$ cat config.mk
export PLATFORM = sky130hd
export DESIGN_NAME = tcop_core
export DESIGN_NICKNAME = d
export VERILOG_FILES = /design/src/hdl/tcop_pkg.sv /design/src/hdl/tcop_core.sv
export SDC_FILE = /design/constraint.sdc
export NUM_CORES = 2
export LEC_CHECK = 0
export BUFFER_PORTS_ARGS = -buffer_cell sky130_fd_sc_hd__buf_2
export CAP_MARGIN = 25
export CELL_PAD_IN_SITES_DETAIL_PLACEMENT = 1
export CELL_PAD_IN_SITES_GLOBAL_PLACEMENT = 1
export CORE_ASPECT_RATIO = 1.5
export CORE_MARGIN = 2
export CORE_UTILIZATION = 30
export CTS_CLUSTER_DIAMETER = 30
export DETAILED_ROUTE_END_ITERATION = 16
export PLACE_DENSITY_LB_ADDON = 0.05
export SYNTH_ARGS = -nofsm -noshare
export SYNTH_HDL_FRONTEND = slang
export SYNTH_SLANG_ARGS = --single-unit
$ cat constraint.sdc
create_clock -name clk_sys -period 9.61 [get_ports clk_sys]
set_clock_uncertainty 0.05 [all_clocks]
set_input_delay 1.922 -clock clk_sys [delete_from_list [all_inputs] [get_ports clk_sys]]
set_output_delay 1.922 -clock clk_sys [all_outputs]
set_load 0.005 [all_outputs]
$ cat src/hdl/tcop_pkg.sv
// Purpose: Shared constants and carriers for the trace-cache pipeline.
// Assumes: Word-addressed instruction stream, one uop per instruction.
// Notes: All timing is counted in core cycles.
package tcop_pkg;
	// ****************************************************************
	// Sizes and limits
	// ****************************************************************
	localparam int AW = 16;
	localparam int ROB_DEPTH = 8;
	localparam int TC_ENTRIES = 8;
	localparam int BPRED_ENTRIES = 8;
	localparam int FIFO_DEPTH = 8;
	localparam int MAX_DISPATCH = 6;
	localparam int MAX_RETIRE = 3;
	localparam int ALU_PORTS = 2;
	localparam logic [3:0] FP_LAT = 4'h1;
	localparam logic [AW-1:0] RESET_PC = 16'h0000;
	localparam logic [AW-1:0] EXC_VECTOR = 16'h0100;

	// ****************************************************************
	// Uop kinds, carrier and front-end states
	// ****************************************************************
	localparam logic [1:0] KIND_ALU = 2'h0;
	localparam logic [1:0] KIND_FP = 2'h1;
	localparam logic [1:0] KIND_MEM = 2'h2;
	localparam logic [1:0] KIND_BR = 2'h3;

	typedef struct packed {
		logic [AW-1:0] pc;
		logic [1:0] kind;
		logic [3:0] lat;
		logic store;
		logic exc;
		logic [AW-1:0] tgt;
		logic [AW-1:0] pred;
	} tcop_uop_type;

	typedef enum logic [2:0] {
		FE_IDLE = 3'h1,
		FE_WAIT = 3'h2,
		FE_TRACE = 3'h4
	} tcop_fe_type;
endpackage : tcop_pkg

$ cat src/hdl/tcop_core.sv
// Purpose: Trace-cache front end, out-of-order issue and in-order retire.
// Assumes: Memory answers one fetch at a time with mem_valid.
// Notes: Every output is registered; one clock domain throughout.
// Functional notes
// - Front end hands uops to the core in program order.
// - Basic integer ops complete within one core cycle.
// - Decoded memory instructions are written into the trace cache.
// - Predicted branch target uops directly follow the branch.
// - A trace cache hit stops memory fetch and becomes the source.
// - Branch targets are predicted from the branch address in the buffer.
// - Targets come from the trace cache if present, else memory.
// - Traces are built along the predicted path.
// - Stalled uops let younger ready uops execute around them.
// - At most six uops dispatch per cycle.
// - ALU, memory and branch pipelines accept a new uop every cycle.
// - Two ALU starts per cycle; one FP start every two cycles.
// - A uop issues once operands are ready and a unit is free.
// - Retirement updates state strictly in program order.
// - Stores commit in order, one at a time, total store order.
// - Exceptions are raised only at the oldest uop, then restart.
// - At most three uops retire per cycle.
// - Reorder buffer holds completed uops and orders exceptions.
// - Retired branches update the branch target buffer.
// - Stale traces are purged and new paths fetched.
`timescale 1ns/1ns

// ********************************************************************
// Uop queue between front end and core
// ********************************************************************
module tcop_fifo #(
	parameter int W = 8,
	parameter int D = 8
) (
	input wire logic clk_sys,
	input wire logic reset_n,
	input wire logic flush,
	input wire logic in_valid,
	output logic in_ready,
	input wire logic [W-1:0] in_data,
	output logic out_valid,
	input wire logic out_ready,
	output logic [W-1:0] out_data
);
	localparam int AB = $clog2(D);
	logic [W-1:0] mem_q [D];
	logic [AB-1:0] rd_q;
	logic [AB-1:0] wr_q;
	logic [AB:0] cnt_q;
	logic push;
	logic pop;

	if (D < 2 || D != (1 << AB)) begin : g_bad
		$error("tcop_fifo: depth must be a power of two");
	end

	// Honest flags; the front end stalls on in_ready.
	assign in_ready = cnt_q != (AB+1)'(D);
	assign out_valid = cnt_q != '0;
	assign out_data = mem_q[rd_q];
	assign push = in_valid && in_ready;
	assign pop = out_valid && out_ready;

	// Pointers; a flush drops wrong-path uops.
	always_ff @(posedge clk_sys or negedge reset_n) begin
		if (!reset_n) begin
			rd_q <= '0;
			wr_q <= '0;
			cnt_q <= '0;
		end else if (flush) begin
			rd_q <= '0;
			wr_q <= '0;
			cnt_q <= '0;
		end else begin
			if (push)
				wr_q <= wr_q + 1'b1;
			if (pop)
				rd_q <= rd_q + 1'b1;
			cnt_q <= cnt_q + (AB+1)'(push) - (AB+1)'(pop);
		end
	end

	// Storage needs no reset.
	always_ff @(posedge clk_sys) begin
		if (push)
			mem_q[wr_q] <= in_data;
	end
endmodule : tcop_fifo

// ********************************************************************
// Pipeline control
// ********************************************************************
module tcop_core #(
	parameter int ROB_DEPTH = tcop_pkg::ROB_DEPTH,
	parameter int TC_ENTRIES = tcop_pkg::TC_ENTRIES,
	parameter int BPRED_ENTRIES = tcop_pkg::BPRED_ENTRIES
) (
	input wire logic clk_sys,
	input wire logic reset_n,
	input wire logic mem_valid,
	input wire tcop_pkg::tcop_uop_type mem_uop,
	output logic fetch_req,
	output logic [tcop_pkg::AW-1:0] fetch_addr,
	output logic trace_source,
	output logic [1:0] retire_count,
	output logic store_valid,
	output logic [tcop_pkg::AW-1:0] store_addr,
	output logic exc_valid,
	output logic [tcop_pkg::AW-1:0] exc_pc,
	output logic redirect
);
	import tcop_pkg::*;
	localparam int RB = $clog2(ROB_DEPTH);
	localparam int TB = $clog2(TC_ENTRIES);
	localparam int BB = $clog2(BPRED_ENTRIES);

	if (ROB_DEPTH != (1 << RB) || ROB_DEPTH < MAX_RETIRE || TC_ENTRIES != (1 << TB)
			|| BPRED_ENTRIES != (1 << BB)) begin : g_bad
		$error("tcop_core: table sizes must be powers of two");
	end

	tcop_fe_type fe_q;
	logic [AW-1:0] pc_q;
	logic drop_q;
	logic fetch_req_q;
	logic [AW-1:0] fetch_addr_q;
	tcop_uop_type tc_uop_q [TC_ENTRIES];
	logic [TC_ENTRIES-1:0] tc_v_q;
	logic [AW-1:0] bpred_tag_q [BPRED_ENTRIES];
	logic [AW-1:0] bpred_tgt_q [BPRED_ENTRIES];
	logic [BPRED_ENTRIES-1:0] bpred_v_q;
	tcop_uop_type rob_uop_q [ROB_DEPTH];
	logic [ROB_DEPTH-1:0] rob_v_q;
	logic [ROB_DEPTH-1:0] rob_iss_q;
	logic [ROB_DEPTH-1:0] rob_done_q;
	logic [3:0] rob_wait_q [ROB_DEPTH];
	logic [RB-1:0] head_q;
	logic [RB-1:0] tail_q;
	logic [RB:0] cnt_q;
	logic fp_busy_q;
	logic [1:0] retire_count_q;
	logic store_valid_q;
	logic [AW-1:0] store_addr_q;
	logic exc_valid_q;
	logic [AW-1:0] exc_pc_q;
	logic redirect_q;
	logic tc_hit;
	logic bpred_hit;
	logic fe_push;
	logic flush;
	logic mis_d;
	logic [AW-1:0] purge_pc;
	logic q_in_ready;
	logic q_valid;
	logic q_pop;
	tcop_uop_type fe_uop;
	tcop_uop_type q_uop;
	logic [AW-1:0] fe_next;
	logic [AW-1:0] redir_pc;
	logic [TB-1:0] tc_idx;
	logic [BB-1:0] bpred_idx;
	logic [BB-1:0] upd_idx;

	// Both tables are direct mapped on the low address bits.
	assign tc_idx = pc_q[TB-1:0];
	assign bpred_idx = pc_q[BB-1:0];

	// ****************************************************************
	// Front end: trace cache, branch prediction and fetch
	// ****************************************************************
	assign tc_hit = tc_v_q[tc_idx] && tc_uop_q[tc_idx].pc == pc_q;
	assign bpred_hit = bpred_v_q[bpred_idx] && bpred_tag_q[bpred_idx] == pc_q;

	// Source pick and next address; the target follows its branch directly.
	always_comb begin
		fe_uop = (fe_q == FE_WAIT) ? mem_uop : tc_uop_q[tc_idx];
		fe_uop.pc = pc_q;
		if (fe_uop.kind == KIND_BR && bpred_hit)
			fe_next = bpred_tgt_q[bpred_idx];
		else
			fe_next = pc_q + 1'b1;
		fe_uop.pred = fe_next;
	end

	// A late answer to a flushed fetch is dropped, never queued.
	assign fe_push = !flush && ((fe_q != FE_WAIT && q_in_ready && tc_hit)
		|| (fe_q == FE_WAIT && mem_valid && !drop_q));

	// Fetch sequencing; memory is asked only when the trace cache misses.
	always_ff @(posedge clk_sys or negedge reset_n) begin
		if (!reset_n) begin
			fe_q <= FE_IDLE;
			pc_q <= RESET_PC;
			drop_q <= 1'b0;
			fetch_req_q <= 1'b0;
			fetch_addr_q <= RESET_PC;
		end else begin
			case (fe_q)
				FE_WAIT: begin
					if (mem_valid) begin
						fetch_req_q <= 1'b0;
						drop_q <= 1'b0;
						fe_q <= FE_IDLE;
					end else if (flush) begin
						drop_q <= 1'b1;
					end
				end
				FE_IDLE, FE_TRACE: begin
					if (!flush && q_in_ready) begin
						if (tc_hit) begin
							fe_q <= FE_TRACE;
						end else begin
							fe_q <= FE_WAIT;
							fetch_req_q <= 1'b1;
							fetch_addr_q <= pc_q;
						end
					end
				end
				default: fe_q <= FE_IDLE;
			endcase
			if (flush)
				pc_q <= redir_pc;
			else if (fe_push)
				pc_q <= fe_next;
		end
	end

	// Trace cache valid bits; a mispredicted path loses its trace.
	always_ff @(posedge clk_sys or negedge reset_n) begin
		if (!reset_n) begin
			tc_v_q <= '0;
		end else begin
			if (fe_q == FE_WAIT && fe_push)
				tc_v_q[tc_idx] <= 1'b1;
			if (mis_d)
				tc_v_q[purge_pc[TB-1:0]] <= 1'b0;
		end
	end

	// Trace contents carry their own address as the tag.
	always_ff @(posedge clk_sys) begin
		if (fe_q == FE_WAIT && fe_push)
			tc_uop_q[tc_idx] <= fe_uop;
	end

	tcop_fifo #(
		.W($bits(tcop_uop_type)),
		.D(FIFO_DEPTH)
	) u_queue (
		.clk_sys(clk_sys),
		.reset_n(reset_n),
		.flush(flush),
		.in_valid(fe_push),
		.in_ready(q_in_ready),
		.in_data(fe_uop),
		.out_valid(q_valid),
		.out_ready(q_pop),
		.out_data(q_uop)
	);

	// ****************************************************************
	// Out-of-order issue
	// ****************************************************************
	logic [ROB_DEPTH-1:0] issue_d;
	logic fp_take;
	int n_iss;
	int n_alu;
	logic [RB-1:0] e;

	assign q_pop = q_valid && cnt_q != (RB+1)'(ROB_DEPTH) && !flush;

	// Oldest-first scan; a waiting entry is skipped rather than blocking.
	always_comb begin
		issue_d = '0;
		fp_take = 1'b0;
		n_iss = 0;
		n_alu = 0;
		e = '0;
		for (int k = 0; k < ROB_DEPTH; k++) begin
			e = head_q + RB'(k);
			if (rob_v_q[e] && !rob_iss_q[e] && rob_wait_q[e] == 4'h0
					&& n_iss < MAX_DISPATCH) begin
				if (rob_uop_q[e].kind == KIND_FP) begin
					if (!fp_busy_q && !fp_take) begin
						issue_d[e] = 1'b1;
						fp_take = 1'b1;
						n_iss++;
					end
				end else if (rob_uop_q[e].kind != KIND_ALU || n_alu < ALU_PORTS) begin
					issue_d[e] = 1'b1;
					n_iss++;
					if (rob_uop_q[e].kind == KIND_ALU)
						n_alu++;
				end
			end
		end
	end

	// ****************************************************************
	// In-order retirement
	// ****************************************************************
	logic [ROB_DEPTH-1:0] ret_mask;
	logic [1:0] ret_n;
	logic stop;
	logic ret_store;
	logic exc_d;
	logic upd_v;
	logic [AW-1:0] st_addr_d;
	logic [AW-1:0] exc_pc_d;
	logic [AW-1:0] upd_pc;
	logic [AW-1:0] upd_tgt;
	logic [RB-1:0] r;

	// Stores and branches end the retire group, so each has its own cycle.
	always_comb begin
		ret_mask = '0;
		ret_n = 2'h0;
		stop = 1'b0;
		ret_store = 1'b0;
		exc_d = 1'b0;
		mis_d = 1'b0;
		upd_v = 1'b0;
		st_addr_d = '0;
		exc_pc_d = '0;
		upd_pc = '0;
		upd_tgt = '0;
		purge_pc = '0;
		r = '0;
		for (int k = 0; k < MAX_RETIRE; k++) begin
			r = head_q + RB'(k);
			if (!stop) begin
				if (!(rob_v_q[r] && rob_done_q[r])) begin
					stop = 1'b1;
				end else if (rob_uop_q[r].exc) begin
					exc_d = 1'b1;
					exc_pc_d = rob_uop_q[r].pc;
					stop = 1'b1;
				end else begin
					ret_mask[r] = 1'b1;
					ret_n = ret_n + 2'h1;
					if (rob_uop_q[r].kind == KIND_MEM && rob_uop_q[r].store) begin
						ret_store = 1'b1;
						st_addr_d = rob_uop_q[r].tgt;
						stop = 1'b1;
					end
					if (rob_uop_q[r].kind == KIND_BR) begin
						upd_v = 1'b1;
						upd_pc = rob_uop_q[r].pc;
						upd_tgt = rob_uop_q[r].tgt;
						stop = 1'b1;
						if (rob_uop_q[r].tgt != rob_uop_q[r].pred) begin
							mis_d = 1'b1;
							purge_pc = rob_uop_q[r].pred;
						end
					end
				end
			end
		end
	end

	assign flush = exc_d || mis_d;
	assign redir_pc = exc_d ? EXC_VECTOR : upd_tgt;
	assign upd_idx = upd_pc[BB-1:0];

	// Reorder buffer control; a flush empties everything younger.
	always_ff @(posedge clk_sys or negedge reset_n) begin
		if (!reset_n) begin
			rob_v_q <= '0;
			rob_iss_q <= '0;
			rob_done_q <= '0;
			head_q <= '0;
			tail_q <= '0;
			cnt_q <= '0;
			fp_busy_q <= 1'b0;
			for (int i = 0; i < ROB_DEPTH; i++)
				rob_wait_q[i] <= 4'h0;
		end else begin
			head_q <= head_q + RB'(ret_n);
			fp_busy_q <= fp_take;
			if (flush) begin
				tail_q <= head_q + RB'(ret_n);
				cnt_q <= '0;
			end else begin
				if (q_pop)
					tail_q <= tail_q + 1'b1;
				cnt_q <= cnt_q + (RB+1)'(q_pop) - (RB+1)'(ret_n);
			end
			for (int i = 0; i < ROB_DEPTH; i++) begin
				if (flush || ret_mask[i]) begin
					rob_v_q[i] <= 1'b0;
				end else if (q_pop && tail_q == RB'(i)) begin
					rob_v_q[i] <= 1'b1;
					rob_iss_q[i] <= 1'b0;
					rob_done_q[i] <= 1'b0;
					rob_wait_q[i] <= q_uop.lat;
				end else if (issue_d[i]) begin
					rob_iss_q[i] <= 1'b1;
					if (rob_uop_q[i].kind == KIND_FP)
						rob_wait_q[i] <= FP_LAT;
					else
						rob_done_q[i] <= 1'b1;
				end else if (rob_wait_q[i] != 4'h0) begin
					rob_wait_q[i] <= rob_wait_q[i] - 4'h1;
				end else if (rob_iss_q[i]) begin
					rob_done_q[i] <= 1'b1;
				end
			end
		end
	end

	// Uop payload needs no reset.
	always_ff @(posedge clk_sys) begin
		if (q_pop)
			rob_uop_q[tail_q] <= q_uop;
	end

	// Resolved branches refresh the predictor, which steers new paths.
	always_ff @(posedge clk_sys or negedge reset_n) begin
		if (!reset_n)
			bpred_v_q <= '0;
		else if (upd_v)
			bpred_v_q[upd_idx] <= 1'b1;
	end

	// Predictor payload; the valid bit above guards its unreset contents.
	always_ff @(posedge clk_sys) begin
		if (upd_v) begin
			bpred_tag_q[upd_idx] <= upd_pc;
			bpred_tgt_q[upd_idx] <= upd_tgt;
		end
	end

	// ****************************************************************
	// Registered outputs
	// ****************************************************************
	always_ff @(posedge clk_sys or negedge reset_n) begin
		if (!reset_n) begin
			retire_count_q <= 2'h0;
			store_valid_q <= 1'b0;
			store_addr_q <= '0;
			exc_valid_q <= 1'b0;
			exc_pc_q <= '0;
			redirect_q <= 1'b0;
		end else begin
			retire_count_q <= ret_n;
			store_valid_q <= ret_store;
			if (ret_store)
				store_addr_q <= st_addr_d;
			exc_valid_q <= exc_d;
			if (exc_d)
				exc_pc_q <= exc_pc_d;
			redirect_q <= flush;
		end
	end

	assign fetch_req = fetch_req_q;
	assign fetch_addr = fetch_addr_q;
	assign trace_source = fe_q[2];
	assign retire_count = retire_count_q;
	assign store_valid = store_valid_q;
	assign store_addr = store_addr_q;
	assign exc_valid = exc_valid_q;
	assign exc_pc = exc_pc_q;
	assign redirect = redirect_q;
endmodule : tcop_core

==> results by stage <==
Status:
- The flow ran to the end, and the final reports show no timing, DRC or antenna violations.

Critical path:
- The required time reported for the critical path endpoint is between 10 and 15 ns.
- The register-to-register path setup slack is ~0.60 ns.
- The highest-delay cell along the critical path is sky130_fd_sc_hd__xnor2_2.
- By startpoint and endpoint, the worst setup path is classified as reg2reg.
- The most used cell along the critical path is sky130_fd_sc_hd__ha_1.
- The critical path launch point type is a flip-flop.
- The largest incremental delay on the critical path is between 0.7 and 0.8 ns.
- The type of destination of the critical path is a flip-flop.
- The data arrival at the endpoint of the critical path is about 9.7 ns.
- Along the worst path, the maximum fanout reaches 20.

Timing:
- The share of the clock period used by the worst path after layout is between 90% and 100%.
- Across all hold checks on the routed design, the worst slack comes to about 0.42 ns.
- The worst setup margin is ~0.6 ns.
- The worst path needs approximately 9.0 ns of the cycle, external delays included.
- The normalized max-slew margin is roughly 26%.
- For this run, the top clock speed supported by timing is about 110 MHz.
- Setup violations remaining at the end of the flow were counted as 0.
- Setup repair after global routing left no endpoint under its margin.
- The number of slew-limit violations in the final report is 0.
- The total count of hold-check failures in the final report came to 0.
- The actual slew at the worst max-slew pin is 1.11 ns.

Layout:
- The count of cells in the finished layout, fillers not included, comes to just under 9k.
- The fraction of final layout cells with drive strength greater than 1 is about 28%.
- The utilization after layout is approximately 38%.
- The layout filler cell count is roughly 24k.
- The net total in the final layout is around 5.3k.
- The multi-input combinational cells in the finished layout cover a total of between 20,000 and 25,000 µm².
- The synthesis-to-layout area growth is 25.6%.
- Registers take 47,500 µm².

Logic synthesis:
- The synthesized net count is between 4k and 5k.
- Yosys printed 0 warnings.
- The cell area after synthesis is 73,600 µm².
- The post-synthesis sequential area ratio is about 64%.
- The count of unique library cells instantiated by Yosys is 111.
- The number of enable flip-flop cells after synthesis is about 1.4k.
- After synthesis the netlist holds a flip-flop and latch count of approximately 1.6k.
- Of all flip-flops after synthesis, the portion carrying an async set or reset was approximately a tenth.
- The most used flip-flop cell after synthesis is sky130_fd_sc_hd__edfxtp_1.
- The synthesized area per cell is approximately 16 µm².
- The cell count after synthesis came out at approximately 4.7k.

Route:
- In the final routed layout, each cell accounts on average for 31.7 µm.
- For this block, the routed nets add up to approximately 280,000 µm of wire.
- After detailed routing, the number of remaining DRC violations is 0.
- The via count normalized by instance count is 5.35.
- The final antenna-violating net count is 0.
- The number of search-and-repair iterations in the first detailed-routing pass is 5.
- The count of routing violations after the opening detailed-route iteration is 2,682.
- Detailed routing inserted a total of 46.6k vias.

Floorplanning:
- The initial core utilization is 30.2%.
- The floorplan step set the die height to a little over 600 µm.
- After floorplanning, the core was sized to cover 244,000 µm².
- The floorplan has ~220 rows.
- In this run the horizontal extent of the chip is slightly above 400 µm.
- The die covers 249,000 µm².
- between 100 and 150 I/O pins were placed.

Power and ir drop:
- The share of total power dissipated in sequential elements is between 20% and 30%.
- For this design the static power due to leakage is 0.0318 µW.
- The power consumption is roughly 40,000 µW.
- The internal power of the cells is 24,600 µW.
- The analysis attributes to net switching a power of 15,300 µW.
- The clock network fraction of total power is between 30% and 40%.
- IR analysis of the VDD net gives a maximum drop of about 0.27 mV.
- Net switching is 38.3% of the power.
- For this design the ratio of total power to cell area is between 400 and 500 nW/µm².
- Of the total power, combinational logic draws 39.9%.

Clocking:
- The number of levels in the clock H-tree is 5.
- The number of sinks on the clock net is 1,607.
- The deepest clock path buffer count is 4.
- Once the clock tree was built, the setup fixing pass inserted 0 buffers.
- The CTS tree is built.
- In this run, post-CTS hold repair placed 0 buffers.
- The clock insertion delay at the later pin of the skew report is ~0.85 ns.
- After clock tree synthesis, the clock-pin slew on the worst setup and hold paths is around 0.050 ns.
- In this run, post-CTS repair resized a total of 0 instances.
- In this run the clock root is driven by a sky130_fd_sc_hd__clkbuf_16.
- The number of buffers created by CTS is roughly 360.

Placement:
- Once detailed placement completed, the half-perimeter wirelength came to around 180,000 µm.
- Port buffering added slightly above 80 buffers.
- The total placed cells including tap cells is approximately 8k.
- OpenSTA, run right after detailed placement, puts the worst setup slack at approximately 0.45 ns.
- The final weighted congestion in routability-driven placement is 0.823.

GRT:
- The largest net degree at the start of global routing is 99.
- The initial antenna violation count is 12.
- The total grt overflow is 0.
- The global routing usage summed across all routing layers is a little over a fifth.
- The wire length of the first global-routing pass is slightly below 400,000 µm.
- The number of global-route vias before repair was 51.8k.

Job:
- Across the run, the number of max-cap violations was 0.

Worst hold path:
- The worst hold path belongs to the class reg2reg.
synthesized netlist by cell type, types with 30 or more instances:
cell type | count | area (µm²)
sky130_fd_sc_hd__mux4_2 | 351 | 7910
sky130_fd_sc_hd__mux2_2 | 124 | 1400
sky130_fd_sc_hd__a22oi_1 | 200 | 1500
sky130_fd_sc_hd__mux2i_1 | 194 | 1940
sky130_fd_sc_hd__nand2b_1 | 32 | 200
sky130_fd_sc_hd__ha_1 | 49 | 613
sky130_fd_sc_hd__a31oi_1 | 31 | 194
sky130_fd_sc_hd__clkbuf_1 | 183 | 687
sky130_fd_sc_hd__o221ai_1 | 30 | 263
sky130_fd_sc_hd__nand4_1 | 60 | 375
sky130_fd_sc_hd__edfxtp_1 | 1440 | 43200
sky130_fd_sc_hd__a21oi_1 | 163 | 816
sky130_fd_sc_hd__nand3_1 | 82 | 410
sky130_fd_sc_hd__a221oi_1 | 55 | 482
sky130_fd_sc_hd__nand2_1 | 348 | 1310
sky130_fd_sc_hd__buf_1 | 79 | 297
sky130_fd_sc_hd__a22o_1 | 43 | 377
sky130_fd_sc_hd__dfrtp_1 | 166 | 4150
sky130_fd_sc_hd__o21ai_0 | 74 | 370
sky130_fd_sc_hd__xnor2_1 | 85 | 744
sky130_fd_sc_hd__nor2_1 | 226 | 848
sky130_fd_sc_hd__nor3_1 | 67 | 335
sky130_fd_sc_hd__inv_1 | 73 | 274
sky130_fd_sc_hd__o22ai_1 | 73 | 457
cells by family (layout without fill, tap and decap cells):
| group | after synthesis | count (layout) | share of synthesized area [%] |
|---|---|---|---|
| xor gates and xnor gates | 111 | 111 | 1.35 |
| muxes | 674 | 674 | 15.4 |
| DFF | 1607 | 1607 | 64.4 |
| AOI/OAI and AO/OA | 917 | 917 | 9.24 |
| and+or+nand+nor | 989 | 989 | 6.45 |
| adders and majority gates | 52 | 52 | 0.915 |
| buffers and inverters | 388 | 1096 | 2.22 |
| other | 0 | 7 | 0 |
final cells by class:
cell class | count | area share [%]
clock buffers | 435 | 10.4
inverters | 78 | 0.322
multi-input cells | 2743 | 26.9
well taps | 3248 | 4.40
clock inverters | 233 | 3.36
repair buffers | 350 | 3.19
flip-flops and latches | 1607 | 51.3
diodes | 7 | 0.0190
final timing paths:
check | startpoint | to | depth (start not counted)
max | head_q[1] | rob_wait_q[16] | 30
min | bpred_v_q[4] | bpred_v_q[4] | 1
max in group asynchronous | reset_n | pc_q[0] | 2
min reg2reg | bpred_v_q[4] | bpred_v_q[4] | 1
max reg2reg | head_q[1] | rob_wait_q[16] | 30
min in group asynchronous | reset_n | u_queue.wr_q[2] | 1
flip-flops by register name (all words and copies together) (netlist names), 2 cells and up:
| name | flops |
|---|---|
| bpred_tag_q | 128 |
| bpred_tgt_q | 128 |
| bpred_v_q | 8 |
| cnt_q | 4 |
| exc_pc | 16 |
| fe_q | 3 |
| fetch_addr | 16 |
| head_q | 3 |
| pc_q | 16 |
| retire_count | 2 |
| rob_done_q | 8 |
| rob_iss_q | 8 |
| rob_uop_q | 416 |
| rob_v_q | 8 |
| rob_wait_q | 32 |
| store_addr | 16 |
| tail_q | 3 |
| tc_uop_q | 320 |
| tc_v_q | 8 |
| u_queue.cnt_q | 4 |
| u_queue.mem_q | 448 |
| u_queue.rd_q | 3 |
| u_queue.wr_q | 3 |
critical path, delay by kind of cell (launching register included):
| kind | cells | cell delay, ns |
|---|---|---|
| AO/OA/AOI/OAI | 9 | 2.56 |
| XOR/XNOR | 4 | 1.61 |
| adder cells (fa/ha/maj) | 4 | 1.27 |
| AND/OR/NAND/NOR | 7 | 1.12 |
| multiplexers | 3 | 1.01 |
| flip-flops | 1 | 0.66 |
| buffers and inverters | 3 | 0.59 |
routing by layer:
metal / GRT usage (%) / part of all wire [%]
met1: 25.7 / 40
met2: 41.7 / 54
met3: 2.76 / 3.3
met4: 5.72 / 2.4
met5: 0 / 0.0065
per-stage QoR:
stage,setup TNS (ns),instance area (µm²)
finish,0,92400
global route,0,92400
CTS,0,92300
detailed placement,0,79600
global placement,0,79500
floorplan,-217.99,73600
layout by cell type, fill, tap and decap left out, types with 47 or more instances in the layout:
cell type and n:
sky130_fd_sc_hd__edfxtp_1 1440, sky130_fd_sc_hd__a21oi_1 160, sky130_fd_sc_hd__mux2i_1 194, sky130_fd_sc_hd__nand3_1 82
sky130_fd_sc_hd__mux4_2 351, sky130_fd_sc_hd__dfrtp_1 157, sky130_fd_sc_hd__clkbuf_1 49, sky130_fd_sc_hd__buf_2 80
sky130_fd_sc_hd__clkbuf_16 369, sky130_fd_sc_hd__inv_1 73, sky130_fd_sc_hd__o22ai_1 73, sky130_fd_sc_hd__nand2_1 347
sky130_fd_sc_hd__o21ai_0 74, sky130_fd_sc_hd__a221oi_1 55, sky130_fd_sc_hd__xnor2_1 84, sky130_fd_sc_hd__ha_1 47
sky130_fd_sc_hd__clkinv_2 52, sky130_fd_sc_hd__a22oi_1 200, sky130_fd_sc_hd__nand4_1 60, sky130_fd_sc_hd__bufinv_16 67
sky130_fd_sc_hd__nor3_1 55, sky130_fd_sc_hd__nor2_1 204, sky130_fd_sc_hd__mux2_2 124, sky130_fd_sc_hd__buf_4 226
power groups by stage:
stage | Clock [µW] | Sequential, µW | Combinational [µW]
2_1_floorplan | 0 | 10700 | 9740
3_3_place_gp | 0 | 11200 | 16100
3_5_place_dp | 0 | 11200 | 16200
4_1_cts | 13200 | 11100 | 16300
5_1_grt | 13500 | 11200 | 17100
6_report | 12900 | 11100 | 15900
Power figures use the tool's default switching activity.
